[config.mk]
export PLATFORM = sky130hd
export DESIGN_NAME = rs422_sync_channel_timing
export DESIGN_NICKNAME = d
export VERILOG_FILES = /design/src/hdl/rs422_timing_pkg.sv /design/src/hdl/rs422_fifo.sv /design/src/hdl/rs422_sync_channel_timing.sv
export SDC_FILE = /design/constraint.sdc
export NUM_CORES = 1
export LEC_CHECK = 0
export ABC_CLOCK_PERIOD_IN_PS = 4100
export BUFFER_PORTS_ARGS = -buffer_cell sky130_fd_sc_hd__buf_2
export CAP_MARGIN = 30
export CORE_AREA = 10 10 134 136
export CTS_CLUSTER_DIAMETER = 30
export CTS_CLUSTER_SIZE = 10
export DETAILED_ROUTE_END_ITERATION = 16
export DIE_AREA = 0 0 144 146
export GPL_TIMING_DRIVEN = 0
export PLACE_DENSITY_LB_ADDON = 0.12
export SYNTH_ARGS = -nofsm -noshare
export SYNTH_HDL_FRONTEND = slang
export SYNTH_HIERARCHICAL = 1
export SYNTH_SLANG_ARGS = --single-unit
export TNS_END_PERCENT = 50
[constraint.sdc]
create_clock -name sys_clk -period 4.1 [get_ports sys_clk]
set_input_delay 0.205 -clock sys_clk [delete_from_list [all_inputs] [get_ports sys_clk]]
set_output_delay 0.205 -clock sys_clk [all_outputs]
set_load 0.01 [all_outputs]
[src/hdl/rs422_timing_pkg.sv]
// constants for the two-channel synchronous rs422 timing and line-code block
// assumes a 40 MHz system clock and a 64 kbaud link clocked by the far end
package rs422_timing_pkg;
   // ****************************************************************
   // rates
   // ****************************************************************
   localparam int unsigned SYS_CLK_HZ     = 40_000_000;
   localparam int unsigned BAUD_HZ        = 64_000;
   localparam int unsigned OVERSAMPLE     = 16;
   // 40e6 / (64e3 * 16) = 39.06, so the tick runs a little fast; the loop absorbs it
   localparam int unsigned TICK_DIV       = SYS_CLK_HZ / (BAUD_HZ * OVERSAMPLE);
   localparam int unsigned TICK_W         = 6;
   localparam logic [5:0]  TICK_LAST      = 6'(TICK_DIV - 1);
   // ****************************************************************
   // dpll phase counter
   // ****************************************************************
   localparam logic [3:0]  PHASE_RESET    = 4'h0;
   localparam logic [3:0]  PHASE_SAMPLE   = 4'h7;
   localparam logic [3:0]  PHASE_LAST     = 4'hf;
   localparam logic [3:0]  PHASE_EARLY_HI = 4'h7;
   // ****************************************************************
   // fifo
   // ****************************************************************
   localparam int unsigned FIFO_DEPTH     = 32;
   localparam int unsigned CH_COUNT       = 2;
endpackage

[src/hdl/rs422_fifo.sv]
// synchronous fifo with valid/ready on both sides
// assumes a single clock domain and an active-low asynchronous reset
`timescale 1ns/1ps
module rs422_fifo #(
   parameter int WIDTH = 2,
   parameter int DEPTH = 32
) (
   input  wire logic             sys_clk,
   input  wire logic             rst_n,
   input  wire logic [WIDTH-1:0] in_data,
   input  wire logic             in_valid,
   output logic                  in_ready,
   output logic [WIDTH-1:0]      out_data,
   output logic                  out_valid,
   input  wire logic             out_ready
);
   localparam int AW = $clog2(DEPTH);
   logic [WIDTH-1:0] mem [DEPTH];
   logic [AW:0]      wr_ptr;
   logic [AW:0]      rd_ptr;
   logic [AW:0]      next_wr_ptr;
   logic [AW:0]      next_rd_ptr;
   logic             push;
   logic             pop;

   // ****************************************************************
   // pointers
   // ****************************************************************
   // full is an msb mismatch with equal low bits; no spare slot is wasted
   assign in_ready  = !((wr_ptr[AW] != rd_ptr[AW]) && (wr_ptr[AW-1:0] == rd_ptr[AW-1:0]));
   assign out_valid = (wr_ptr != rd_ptr);
   assign out_data  = mem[rd_ptr[AW-1:0]];
   assign push      = in_valid && in_ready;
   assign pop       = out_valid && out_ready;

   always_comb begin
      next_wr_ptr = push ? wr_ptr + 1'b1 : wr_ptr;
      next_rd_ptr = pop  ? rd_ptr + 1'b1 : rd_ptr;
   end

   always_ff @(posedge sys_clk or negedge rst_n) begin
      if (!rst_n) begin
         wr_ptr <= '0;
         rd_ptr <= '0;
      end else begin
         wr_ptr <= next_wr_ptr;
         rd_ptr <= next_rd_ptr;
      end
   end

   always_ff @(posedge sys_clk) begin
      if (push) begin
         mem[wr_ptr[AW-1:0]] <= in_data;
      end
   end
endmodule

[src/hdl/rs422_sync_channel_timing.sv]
// two-channel rs422 transmit timing and nrzi-mark receive with dpll clock recovery
// assumes tx_clk_in, rx_line are asynchronous pins; user side is on sys_clk
//
// Contract
// RULE1 - each channel runs at 64 kbaud
// RULE2 - one shared transmit-timing clock for both channels
// RULE3 - tx data changes on falling edge, mid-bit rise
// RULE4 - multiplexer send timing drives clock input
// RULE5 - both channels sampled on one send-timing clock
// RULE6 - receive nrzi-mark without far-end clock
// RULE7 - dpll at 16x bit rate aligns to edges
// RULE8 - recovered clock drives serial_comm_controller receive
// RULE9 - transition means one, no transition zero
`timescale 1ns/1ps
module rs422_sync_channel_timing #(
   parameter int CHANNELS = rs422_timing_pkg::CH_COUNT,
   parameter int DEPTH    = rs422_timing_pkg::FIFO_DEPTH
) (
   input  wire logic                sys_clk,
   input  wire logic                rst_n,
   input  wire logic                tx_clk_in,
   input  wire logic [CHANNELS-1:0] tx_bits,
   input  wire logic                tx_valid,
   output logic                     tx_ready,
   output logic [CHANNELS-1:0]      tx_line,
   output logic                     tx_underrun,
   input  wire logic [CHANNELS-1:0] rx_line,
   output logic [CHANNELS-1:0]      serial_comm_controller_rx_clk,
   output logic [CHANNELS-1:0]      serial_comm_controller_rx_data
);
   // ****************************************************************
   // transmit timing clock: synchronise and find edges
   // ****************************************************************
   logic [2:0] txc_sync;
   logic [2:0] next_txc_sync;
   logic       txc_fall;
   localparam int FILL_W = $clog2(DEPTH) + 1;
   logic                tx_push;
   logic [FILL_W-1:0]   fill;
   logic [FILL_W-1:0]   next_fill;
   logic [CHANNELS-1:0] fifo_data;
   logic                fifo_valid;
   logic                fifo_pop;
   logic [CHANNELS-1:0] next_tx_line;
   logic                next_tx_underrun;
   logic                next_tx_ready;

   always_comb begin
      next_txc_sync = {txc_sync[1:0], tx_clk_in};
   end
   // reset low: a clock idling high then shows no false fall at release
   // [2] is only read after the second stage has passed it on
   assign txc_fall = txc_sync[2] && !txc_sync[1];

   // ****************************************************************
   // transmit fifo and shift-out
   // ****************************************************************
   rs422_fifo #(
      .WIDTH (CHANNELS),
      .DEPTH (DEPTH)
   ) u_tx_fifo (
      .sys_clk   (sys_clk),
      .rst_n     (rst_n),
      .in_data   (tx_bits),
      .in_valid  (tx_push),
      .in_ready  (),
      .out_data  (fifo_data),
      .out_valid (fifo_valid),
      .out_ready (fifo_pop)
   );

   // one word per falling edge carries a bit of every channel on the same clock [RULE2] [RULE5]
   assign fifo_pop = txc_fall && fifo_valid;
   // a word is taken only while ready is shown
   assign tx_push  = tx_valid && tx_ready;

   always_comb begin
      next_tx_line     = tx_line;
      next_tx_underrun = tx_underrun;
      // changing on the falling edge centres the bit on the far end's rising edge [RULE3] [RULE4]
      if (txc_fall) begin
         next_tx_line     = fifo_valid ? fifo_data : {CHANNELS{1'b1}};
         next_tx_underrun = !fifo_valid;
      end
   end

   always_ff @(posedge sys_clk or negedge rst_n) begin
      if (!rst_n) begin
         txc_sync    <= 3'b000;
         tx_line     <= {CHANNELS{1'b1}};
         tx_underrun <= 1'b0;
      end else begin
         txc_sync    <= next_txc_sync;
         tx_line     <= next_tx_line;
         tx_underrun <= next_tx_underrun;
      end
   end

   // ****************************************************************
   // transmit fill count and ready
   // ****************************************************************
   // ready is registered, so it must already count this edge's push and pop;
   // a copy that merely lagged the fifo's own flag would promise one slot too many
   always_comb begin
      next_fill     = fill + FILL_W'(tx_push) - FILL_W'(fifo_pop);
      next_tx_ready = (next_fill != FILL_W'(DEPTH));
   end

   always_ff @(posedge sys_clk or negedge rst_n) begin
      if (!rst_n) begin
         fill     <= '0;
         tx_ready <= 1'b0;
      end else begin
         fill     <= next_fill;
         tx_ready <= next_tx_ready;
      end
   end

   // ****************************************************************
   // 16x oversampling tick
   // ****************************************************************
   logic [5:0] tick_cnt;
   logic [5:0] next_tick_cnt;
   logic       tick;

   // 16 ticks per 64 kbaud bit [RULE1] [RULE7]
   assign tick = (tick_cnt == rs422_timing_pkg::TICK_LAST);
   always_comb begin
      next_tick_cnt = tick ? 6'h00 : tick_cnt + 6'h01;
   end
   always_ff @(posedge sys_clk or negedge rst_n) begin
      if (!rst_n) begin
         tick_cnt <= 6'h00;
      end else begin
         tick_cnt <= next_tick_cnt;
      end
   end

   // ****************************************************************
   // dpll phase step, one call per tick
   // ****************************************************************
   // an edge in the late half means the loop lags: skip a phase; in the early half it leads: hold one
   // the sample phase is never held or skipped, so every bit is taken exactly once
   function automatic logic [3:0] dpll_step(input logic [3:0] phase_now, input logic edge_now);
      logic [3:0] step;
      step = phase_now + 4'h1;
      if (edge_now && (phase_now != rs422_timing_pkg::PHASE_RESET)) begin
         if (phase_now > rs422_timing_pkg::PHASE_EARLY_HI) begin
            step = phase_now + 4'h2;
         end else if (phase_now != rs422_timing_pkg::PHASE_SAMPLE) begin
            step = phase_now;
         end
      end
      return step;
   endfunction

   // ****************************************************************
   // per-channel receive: dpll and nrzi-mark decoder
   // ****************************************************************
   genvar g;
   generate
      for (g = 0; g < CHANNELS; g = g + 1) begin : g_rx
         logic [2:0] rx_sync;
         logic [2:0] next_rx_sync;
         logic [3:0] phase;
         logic [3:0] next_phase;
         logic       last_level;
         logic       next_last_level;
         logic       rclk;
         logic       next_rclk;
         logic       rdata;
         logic       next_rdata;
         logic       edge_seen;
         logic       edge_pend;
         logic       next_edge_pend;
         logic       edge_hit;

         assign edge_seen = rx_sync[2] != rx_sync[1];
         // the edge pulse lasts one cycle and the tick comes every 39, so it is held until the tick
         assign edge_hit  = edge_seen || edge_pend;

         always_comb begin
            next_rx_sync    = {rx_sync[1:0], rx_line[g]};
            next_phase      = phase;
            next_last_level = last_level;
            next_rdata      = rdata;
            next_rclk       = rclk;
            next_edge_pend  = edge_hit;
            if (tick) begin
               // an edge marks a bit boundary: pull phase toward zero by one step, no clock needed [RULE6] [RULE7]
               next_phase     = dpll_step(phase, edge_hit);
               next_edge_pend = 1'b0;
               if (phase == rs422_timing_pkg::PHASE_SAMPLE) begin
                  // level change since last centre is a one [RULE9]
                  next_rdata      = rx_sync[1] ^ last_level;
                  next_last_level = rx_sync[1];
               end
               // recovered clock rises one tick after the data is set up [RULE8]
               next_rclk = (phase > rs422_timing_pkg::PHASE_SAMPLE);
            end
         end

         always_ff @(posedge sys_clk or negedge rst_n) begin
            if (!rst_n) begin
               rx_sync    <= 3'b111;
               phase      <= rs422_timing_pkg::PHASE_RESET;
               last_level <= 1'b1;
               rclk       <= 1'b0;
               rdata      <= 1'b0;
               edge_pend  <= 1'b0;
            end else begin
               rx_sync    <= next_rx_sync;
               phase      <= next_phase;
               last_level <= next_last_level;
               rclk       <= next_rclk;
               rdata      <= next_rdata;
               edge_pend  <= next_edge_pend;
            end
         end

         assign serial_comm_controller_rx_clk[g]  = rclk;
         assign serial_comm_controller_rx_data[g] = rdata;
      end
   endgenerate
endmodule

Word level (Yosys, flattened, before mapping). Memory sizes are Yosys's and may differ from the RTL's. Cells that the tools add are included.

Reduce and logical (&&, ||, !) cells: 19. Multiplexer cells: 12. $lt $le $gt $ge: 2. Add/subtract/negate cells: 9. Equality and inequality tests: 13. Bitwise operators: 2.

Operator list (count): 4-bit 2-to-1 mux (6); 6-bit by 1-bit adder with 6-bit output (second input constant) (3); 4-bit by 1-bit adder with 4-bit output (second input constant) (2); 4-bit by 2-bit adder with 4-bit output (second input constant) (2); 4-bit by 3-bit equality test with 1-bit output (second input constant) (2); 4-bit by 3-bit > comparator with 1-bit output (second input constant) (2); 1-bit logical AND (8); 4-bit by 3-bit inequality test with 1-bit output (second input constant) (2); 2-bit AND reduction (4); 4-bit nonzero test (2); 6-bit by 1-bit adder with 6-bit output (1); 6-bit equality test (second input constant) (1); 6-bit 2-to-1 mux (1); 3-bit inequality test (second input constant) (2); 6-bit inequality test (1); 6-bit inequality test (second input constant) (1); 6-bit by 1-bit subtractor with 6-bit output (1); 5-bit equality test (1); 1-bit 2-to-1 mux (4); 1-bit zero test (3); 1-bit inequality test (3); 1-bit logical OR (2); 2-bit 2-to-1 mux (1); 1-bit XOR (2).

Flip-flop bits (word level): 53. Output and inout port bits: 8. Bits in writable memories: 64. Memories kept: 1.

Memories: u_tx_fifo.mem (depth 32, bits a word 2, rd ports 1, clocked after Yosys merged registers in 0, wr ports 1, line rs422_fifo.sv:18) `logic [WIDTH-1:0] mem [DEPTH];`.

Logic depth before layout (Yosys ltp). Gate-level depths: netlist of run 1.

Depth in word-level cells: 6. Gate-level depth with buffers: 17. Gate-level depth less buffers: 15.

Hierarchy. The synthesis of run 1 kept the hierarchy.

By module, submodules not included: rs422_fifo (area an instance 3304.4 sq um, cells each 201, times used 1); rs422_sync_channel_timing (area an instance 1984.4 sq um, cells each 184, times used 1).

Worst setup path before layout of run 1. Ideal clock, no wire load.

Path type: reg-to-reg. Start: register u_tx_fifo.rd_ptr[0]. End: register tx_ready. Buffers on the path: 1. Slack: 1176 ps. Clock period less this slack: 2924 ps. Data required time: 3969 ps. Stages on the path, launching flop included: 17. Arrival time: 2792 ps. Cell sequence: dfrtp_1 > clkbuf_1 > xnor2_1 > nand3_1 > nor2_1 > nand2_1 > inv_1 > nor2_1 > ha_1 > inv_1 > ha_1 > fa_1 > a21o_1 > a21oi_1 > xnor2_1 > nor2_1 > nand3_1.

Cells in the longest elaborated chain, start to end: 4.

RTL lines: from (decl) (line rs422_fifo.sv:20) `logic [AW:0] rd_ptr;`; from (signal assigned) (line rs422_fifo.sv:47) `rd_ptr <= next_rd_ptr;`; 6-bit inequality test (line rs422_fifo.sv:31) `assign out_valid = (wr_ptr != rd_ptr);`; net fifo_valid (line rs422_sync_channel_timing.sv:42) `logic fifo_valid;`; 1-bit logical AND (line rs422_sync_channel_timing.sv:73) `assign fifo_pop = txc_fall && fifo_valid;`; net fifo_pop (line rs422_sync_channel_timing.sv:43) `logic fifo_pop;`; 6-bit by 1-bit subtractor with 6-bit output (line rs422_sync_channel_timing.sv:105) `next_fill = fill + FILL_W'(tx_push) - FILL_W'(fifo_pop);`; net next_fill[4] (line rs422_sync_channel_timing.sv:40) `logic [FILL_W-1:0] next_fill;`; 6-bit inequality test (line rs422_sync_channel_timing.sv:106) `next_tx_ready = (next_fill != FILL_W'(DEPTH));`; net next_tx_ready (line rs422_sync_channel_timing.sv:46) `logic next_tx_ready;`; to (signal assigned) (line rs422_sync_channel_timing.sv:115) `tx_ready <= next_tx_ready;`; to (decl) (line rs422_sync_channel_timing.sv:24) `output logic tx_ready,`.

The timed path passes the listed nets, and every way through them passes these cells. A chain may end at the register's enable or synchronous reset.

Worst setup path after layout of run 1. Same ends and word-level chain as after synthesis.

==> flow_metrics.tcl, run 1 <==
set metrics [dict create \
    dieHeight_um 146 \
    max-slew-margin-rel_pct 61.6 \
    slew_violations 0 \
    post_cts_buffers 0 \
    maxCapViolations 0 \
    hpwl_um 6700 \
    cp_num_buf_inv 3 \
    grt_max_degree 39 \
    synth.net_count 412 \
    top_usage_layer "met2" \
    grt_pass1_vias 3201 \
    startpoint_type "flop" \
    syn_inst 384 \
    num-fill-cells 1458 \
    setup_viol 0 \
    crit_path_end_kind "flop" \
    place.port_buffers 15 \
    max_slew.worst_pin.slew_ns 0.573 \
    ant_nets 0 \
    placementRows 46 \
    dieArea_sq_um 21000 \
    drc 0 \
    gp_congestion 0.764 \
    netlist_area_sq_um 5290 \
    tns_ns 0 \
    core_area_sq_um 15500 \
    grtUsageMet2_pct 16.0 \
    diodes 0 \
    required_ns 4.38 \
    final_layout_size_suffix_gt1_share_pct 20.4 \
    gr-usage-met3_pct 4.05 \
    finalHoldViolations 0 \
    cp_slowest_stage_delay_ns 0.42 \
    clockRootBuffer "clkbuf_16" \
    clk_pin_slew_ns 0.05 \
    cpMaxStageDelayCell "fa_1" \
    layout.nets 451 \
    crit_arrival_ns 3.48 \
    critPathTopFamily "adder cells" \
    r2r-start "u_tx_fifo/rd_ptr[0]" \
    wl_per_cell_um 16.1 \
    grt_first_pass_wirelength_um 16900 \
    holdCritStartpoint "tx_valid" \
    rsz0062_at_grt "false" \
    first_iter_violations 179 \
    drtPass1Iterations 4 \
    clock_latency_ns 0.41 \
    status "finished clean" \
    ios 16 \
    clock_skew_ns 0.00939 \
    fin_hold_ws_ns 0.210 \
    fin_crit_ns 3.20 \
    grtUsageMet1_pct 13.2 \
    routed_wl_um 10100 \
    path_max_fanout 7 \
    cts_htree_levels 4 \
    chipWidth_um 144 \
    vias_per_cell 4.74 \
    ys_warn_count 6 \
    crit_start "u_tx_fifo/rd_ptr[0]" \
    crit_type "reg2reg" \
    cts_tree "built" \
    ir_drop_mv 0.352 \
    total_power_mw 4.21 \
    hp-class "in2reg" \
    ctsResizeCount 0 \
    path_common_cell "nor2_1" \
    fmax_mhz 313 \
    vias 2976 \
    synth_area_per_cell_sq_um 13.8 \
    antenna_found_initial 0 \
    p_leak_nw 2.39 \
    start_util_pct 34.1 \
    cts_max_path_buffers 2 \
    clock-sinks 117 \
    overflow 0 \
    area_growth_pct 18.4 \
    power.density_nw_per_um2 673 \
    grt_usage_pct 10.5 \
    crit_chain "clkbuf_1 > xnor2_1 > nand3_1 > nor2_1 > nand2_1 > inv_1 > nor2_1 > ha_1 > inv_1 > ha_1 > fa_1 > a21o_1 > a21oi_1 > xnor2_1 > nor2_1 > nand3_1" \
    cts_buffers 17 \
    finalCritPeriodShare_pct 78.0 \
]
cells in the final DEF (no fill, tap or decap), drive strengths merged, types with 8 or more instances in the layout:
master and instances:
inv 18, dfrtp 43, nand2 24, o21ai 17
a21oi 8, nand3 10, xnor2 21, mux4 20
xor2 11, dfstp 10, buf 25, edfxtp 64
ha 19, clkbuf 36, nor2 56
layout make-up:
cell class	count	area [sq um]	area share [%]
sequential	117	3260	52.1
inverter	18	67.6	1.08
tap	192	240	3.84
clock buffer	28	527	8.42
multi-input combinational	232	1850	29.6
timing repair buffer	20	135	2.16
clock inverter	4	70.1	1.12
buffer	17	104	1.66
flip-flops by register name (all words and copies together), names as in the netlist, 2 cells and up:
| register | flops |
|---|---|
| g_rx.phase | 8 |
| txc_sync | 3 |
| u_tx_fifo/wr_ptr | 6 |
| g_rx.last_level | 2 |
| tick_cnt | 6 |
| tx_line | 2 |
| g_rx.rdata | 2 |
| fill | 6 |
| g_rx.edge_pend | 2 |
| g_rx.rx_sync | 6 |
| g_rx.rclk | 2 |
| u_tx_fifo/mem | 64 |
| u_tx_fifo/rd_ptr | 6 |
layer usage:
layer	share of wire (%)	routed length (um)
met5	0	0
met4	1.7	168
met3	4.5	453
met2	48	4820
met1	46	4680
worst reg2reg max path, delay by kind of cell (launching register included):
kind	cells	cell delay, ns
adders and majority gates	3	0.92
DFF	1	0.35
buffers and inverters	3	0.55
AOI/OAI and AO/OA	2	0.37
and+or+nand+nor	6	0.63
xor gates and xnor gates	2	0.27
power breakdown:
| group | switching [mW] | internal, mW |
|---|---|---|
| clock network | 0.495 | 0.990 |
| registers | 0.0752 | 1.41 |
| logic | 0.679 | 0.556 |
through the flow:
stage	area [sq um]	setup slack, ns	utilization, %	instances
CTS	6260	0.842	40.4	628
detailed placement	5620	0.856	36.3	592
global placement	5600	0.877	36.2	591
global route	6260	0.497	40.4	628
finish	6260	0.901	40.4	628
floorplan	5290	1.22	-	384
final timing paths:
path | to | slack (ns) | depth (start not counted)
worst max-delay path | tx_ready | 0.90 | 16
worst min-delay path | fill[0] | 0.21 | 3
worst max register to register | tx_ready | 0.90 | 16
worst min register to register | g_rx[0].rx_sync[1] | 0.35 | 0
max in group asynchronous | g_rx[1].rx_sync[2] | 3.21 | 3
min in group asynchronous | fill[2] | 0.26 | 2
repair_timing:
action / in CTS / in global routing
hold endpoints to repair: 18 / 0
endpoints found under the setup margin: 0 / 0
hold buffers: 4 / 0
No activity file was read; power rests on OpenSTA's default activity.
==> run 2: changes to the inputs <==
- ABC_CLOCK_PERIOD_IN_PS: 4100 -> 3100
- clock period: 4.1 -> 3.1 ns (I/O delays scaled with it)
==> flow_metrics.tcl, run 2 (synthesized netlist as in run 1, its figures left out) <==
set metrics [dict create \
    place.port_buffers 15 \
    final_common_cell "edfxtp_1" \
    dp_cells 592 \
    fmax_mhz 359 \
    final_cell_mix "edfxtp_1, nor2_1, dfrtp_1, nand2_1, xnor2_1" \
    cts_buffers 17 \
    hpwl_um 6700 \
    maxCapViolations 0 \
    crit_path_end_kind "flop" \
    dpl_cell_area_sq_um 5620 \
    r2r_cells 16 \
    holdCritStartpoint "tx_valid" \
    combPwrFrac_pct 28.7 \
    p_seq_share_pct 36.4 \
    ant_nets 0 \
    finalHoldViolations 0 \
    antenna_found_initial 0 \
    setup_viol 0 \
    first_iter_violations 154 \
    clock_skew_ns 0.00918 \
    dieArea_sq_um 21000 \
    routed_wl_um 10100 \
    area_growth_pct 19.0 \
    startpoint_type "flop" \
    final_layout_size_suffix_gt1_share_pct 22.8 \
    drc 0 \
    gp_congestion 0.764 \
    reg2reg_slack_ns 0.32 \
    clockRootBuffer "clkbuf_16" \
    chipWidth_um 144 \
    crit_arrival_ns 3.07 \
    status "finished clean" \
    diodes 0 \
    vias_per_cell 4.75 \
    hp-class "in2reg" \
    cp_slowest_stage_delay_ns 0.41 \
    slew_violations 0 \
    switching_share_pct 29.6 \
    final_cell_count_no_fill 627 \
    rsz0062_at_grt "false" \
    largest_register_ffs 64 \
    grt_max_degree 39 \
    fin_crit_ns 2.78 \
    required_ns 3.38 \
    grt_usage_pct 10.4 \
    clock_latency_ns 0.41 \
    ir_drop_mv 0.422 \
    placementRows 46 \
    overflow 0 \
    postLayoutCellArea_sq_um 6290 \
    fin_hold_ws_ns 0.178 \
    cpMaxStageDelayCell "dfrtp_1" \
    path_max_fanout 5 \
    drtPass1Iterations 4 \
    timing.rr.end "tx_ready" \
    min_to "fill[0]" \
    grt_first_pass_wirelength_um 16800 \
    dieHeight_um 146 \
    min_path_cells 3 \
    grt_pass1_vias 3187 \
    power.switching_mw 1.67 \
    max-slew-margin-rel_pct 60.6 \
    tns_ns 0 \
    wl_per_cell_um 16.1 \
    p_clk_share_pct 34.8 \
    start_util_pct 34.1 \
    r2r-start "u_tx_fifo/rd_ptr[1]" \
    layout.nets 450 \
    num-fill-cells 1454 \
    power.density_nw_per_um2 895 \
    vias 2978 \
    p_leak_nw 2.39 \
    path_common_cell "nor2_1" \
    cts_htree_levels 4 \
    finalCritPeriodShare_pct 89.8 \
    cts_max_path_buffers 2 \
    clk_pin_slew_ns 0.05 \
    cts_tree "built" \
    clock-sinks 117 \
    crit_type "reg2reg" \
    max_slew.worst_pin.slew_ns 0.591 \
    core_area_sq_um 15500 \
    p_int_mw 3.96 \
    ios 16 \
    crit_chain "buf_12 > xnor2_1 > nand3_1 > nor2_1 > nand2_1 > inv_2 > nor2_1 > ha_1 > inv_1 > ha_2 > fa_2 > a21o_1 > a21oi_2 > xnor2_1 > nor2_1 > nand3_1" \
]
## run 2: cell types whose count changed in the layout (fill, tap and decap cells not counted), sizes merged
| cell | change |
|---|---|
| buf | +3 |
| clkbuf | -4 |
## run 2: stage by stage
| stage | power [mW] | utilization, % | worst slack [ns] |
|---|---|---|---|
| after detailed placement | 3.66 | 36.3 | -0.144 |
| after CTS | 5.63 | 40.3 | 0.0173 |
| after floorplan | 3.22 | - | 0.217 |
| after global routing | 5.99 | 40.6 | 0.0344 |
| final | 5.63 | 40.6 | 0.315 |
| after global placement | 3.64 | 36.2 | -0.123 |
## run 2: worst max-delay path by stage
stage                                    from  endpoint  slack (ns)  depth (start not counted)
after floorplan           u_tx_fifo/rd_ptr[0]  tx_ready        0.22                         16
after global routing      u_tx_fifo/rd_ptr[1]  tx_ready        0.03                         16
final                     u_tx_fifo/rd_ptr[1]  tx_ready        0.32                         16
after detailed placement  u_tx_fifo/rd_ptr[0]  tx_ready       -0.14                         16
after CTS                 u_tx_fifo/rd_ptr[1]  tx_ready        0.02                         16
after global placement    u_tx_fifo/rd_ptr[0]  tx_ready       -0.12                         16
## run 2: final cells by class
class	instances	area, sq um	share of cell area [%]
clock inverters	4	70.1	1.11
inverters	18	67.6	1.07
flip-flops and latches	117	3260	51.9
plain buffers	12	92.6	1.47
clock buffers	28	527	8.38
well taps	192	240	3.82
repair buffers	24	165	2.63
multi-input cells	232	1860	29.6
## run 2: power by group through the flow
stage               clock network, mW  logic (mW)  registers, mW
floorplan                           0        1.24           1.98
global placement                    0        1.64           1.99
detailed placement                  0        1.66           2.00
CTS                              2.01        1.58           2.03
global route                     2.09        1.81           2.09
finish                           1.96        1.62           2.05
## run 2: critical path: cells and delay by family, from the launching register on
family,cells,cell delay (ns)
DFF,1,0.41
AOI/OAI and AO/OA,2,0.34
adders and majority gates,3,0.84
xor gates and xnor gates,2,0.23
buffers and inverters,3,0.26
and+or+nand+nor,6,0.60
## run 2: per-layer routing
layer  up-vias  wire [um]  track usage [%]
met5         -          0                0
met3        11        472             4.05
met1      1475       4640             13.3
li1       1451          -                -
met2        41       4800             15.7
met4         0        171             3.88
## run 2: what timing repair did
item | CTS | global route
endpoints found under the setup margin | 1 | 2
buffers inserted | 0 | 4
pin swaps | 0 | 3
endpoints found under the hold margin | 18 | 0
hold buffers | 4 | 0
gates resized for setup | 1 | 11
==> run 3: changes to the inputs <==
- CAP_MARGIN: 30 -> 20
- CORE_AREA: 10 10 134 136 -> 10 10 114 116
- DIE_AREA: 0 0 144 146 -> 0 0 124 126
- GPL_ROUTABILITY_DRIVEN: not set -> 0
==> flow_metrics.tcl, run 3 (synthesized netlist as in run 1, its figures left out) <==
set metrics [dict create \
    max_slew.worst_pin.slew_ns 0.599 \
    fmax_mhz 354 \
    hp-class "in2async" \
    clock_skew_ns 0.00611 \
    clockRootBuffer "clkbuf_8" \
    first_iter_violations 250 \
    crit_type "reg2reg" \
    grt_first_pass_wirelength_um 15600 \
    drtPass1Iterations 4 \
    critPathTopFamily "adder cells" \
    cpMaxStageDelayCell "dfrtp_1" \
    required_ns 3.50 \
    vias 3008 \
    routed_wl_um 9300 \
    start_util_pct 49.4 \
    tns_ns 0 \
    rsz0062_at_grt "false" \
    area_growth_pct 16.4 \
    final_cell_count_no_fill 571 \
    vias_per_cell 5.27 \
    startpoint_type "flop" \
    ir_drop_mv 0.553 \
    placementRows 38 \
    cp_slowest_stage_delay_ns 0.41 \
    finalCritPeriodShare_pct 91.2 \
    slew_violations 0 \
    overflow 0 \
    cp_num_buf_inv 3 \
    final_layout_size_suffix_gt1_share_pct 22.3 \
    grt_usage_pct 13.2 \
    grt_max_degree 42 \
    fin_crit_ns 2.83 \
    grtUsageMet2_pct 19.3 \
    dp_cells 540 \
    p_leak_nw 2.35 \
    largest_register_ffs 64 \
    diodes 0 \
    path_max_fanout 19 \
    crit_chain "buf_12 > xnor2_2 > nand3_2 > nor2_1 > nand2_1 > inv_2 > nor2_1 > ha_1 > inv_1 > ha_1 > fa_2 > a21o_1 > a21oi_2 > xnor2_1 > nor2_1 > nand3_1" \
    ios 16 \
    post_cts_buffers 0 \
    status "finished clean" \
    chipWidth_um 124 \
    setup_viol 0 \
    grt_pass1_vias 3048 \
    final_common_cell "edfxtp_1" \
    power.density_nw_per_um2 877 \
    drc 0 \
    hpwl_um 6290 \
    cts_tree "built" \
    clk_pin_slew_ns 0.06 \
    r2r_cells 16 \
    finalHoldViolations 0 \
    clock-sinks 117 \
    num-fill-cells 856 \
    cts_max_path_buffers 2 \
    antenna_found_initial 0 \
    clock_latency_ns 0.53 \
    ant_nets 0 \
    layout.nets 446 \
    crit_path_end_kind "flop" \
    cts_buffers 17 \
    cts_htree_levels 4 \
    path_common_cell "nor2_1" \
    cp.depth 16 \
    crit_arrival_ns 3.23 \
    maxCapViolations 0 \
    place.port_buffers 15 \
    core_area_sq_um 10700 \
    wl_per_cell_um 16.3 \
    total_power_mw 5.39 \
    dieArea_sq_um 15600 \
    grtUsageMet1_pct 16.7 \
    gr-usage-met3_pct 5.14 \
    final_cell_mix "edfxtp_1, nor2_1, dfrtp_1, nand2_1, xnor2_1" \
    dieHeight_um 126 \
    max-slew-margin-rel_pct 60.1 \
    top_usage_layer "met2" \
]
==> run 3: changes by cell type in the layout (fill, tap and decap cells not counted), sizes merged <==
cell / change
buf: -4
clkinvlp: +3
clkbuf: -7
clkinv: +4
==> run 3: power by group <==
group          internal, mW  switching (mW)  leakage [nW]
clock                  1.15           0.647         0.263
combinational         0.747           0.802         0.887
sequential             1.87           0.178          1.20
==> run 3: final timing paths <==
path | end | slack, ns | from
max in group asynchronous | g_rx[0].rx_sync[0] | 2.46 | rst_n
worst min-delay path | u_tx_fifo/wr_ptr[2] | 0.06 | rst_n
min in group sys_clk | fill[0] | 0.07 | tx_valid
worst min register to register | txc_sync[1] | 0.35 | txc_sync[0]
worst max register to register | tx_ready | 0.27 | u_tx_fifo/rd_ptr[1]
worst max-delay path | tx_ready | 0.27 | u_tx_fifo/rd_ptr[1]
==> run 3: cell type report <==
type | instances | area (sq um) | area share, %
Clock inverter | 11 | 110 | 1.79
Inverter | 18 | 67.6 | 1.10
Clock buffer | 21 | 439 | 7.14
Buffer | 12 | 88.8 | 1.44
Sequential cell | 117 | 3260 | 53.1
Timing Repair Buffer | 20 | 135 | 2.20
Multi-Input combinational cell | 232 | 1870 | 30.4
Tap cell | 140 | 175 | 2.85
==> run 3: what timing repair did <==
item,in CTS,in global routing
resized for setup,0,12
cloned,0,0
pin swaps,0,1
endpoints found under the hold margin,46,0
endpoints found under the setup margin,1,2
hold buffers,4,0
==> run 3: through the flow <==
step	setup WS (ns)	hold slack (ns)	utilization (%)	instance area, sq um
6_report	0.271	0.0571	57.5	6150
5_1_grt	0.0159	0.0654	57.5	6150
4_1_cts	0.0717	0.0400	57.2	6120
3_5_place_dp	-0.0792	0.0783	51.9	5560
3_3_place_gp	-0.0929	0.260	51.7	5540
2_1_floorplan	0.217	-0.141	-	5290
==> run 3: routing by layer <==
metal,up-vias,part of all wire [%]
met5,-,0
met4,0,2.2
met3,25,5.0
met2,54,47
met1,1482,45
li1,1447,-
==> run 3: worst reg2reg max path, stage by stage (launching register included) <==
cell and delay, ns:
dfrtp_1 0.41, buf_12 0.18, xnor2_2 0.17, nand3_2 0.13, nor2_1 0.12, nand2_1 0.08
inv_2 0.07, nor2_1 0.06, ha_1 0.28, inv_1 0.04, ha_1 0.22, fa_2 0.36
a21o_1 0.20, a21oi_2 0.14, xnor2_1 0.08, nor2_1 0.09, nand3_1 0.08
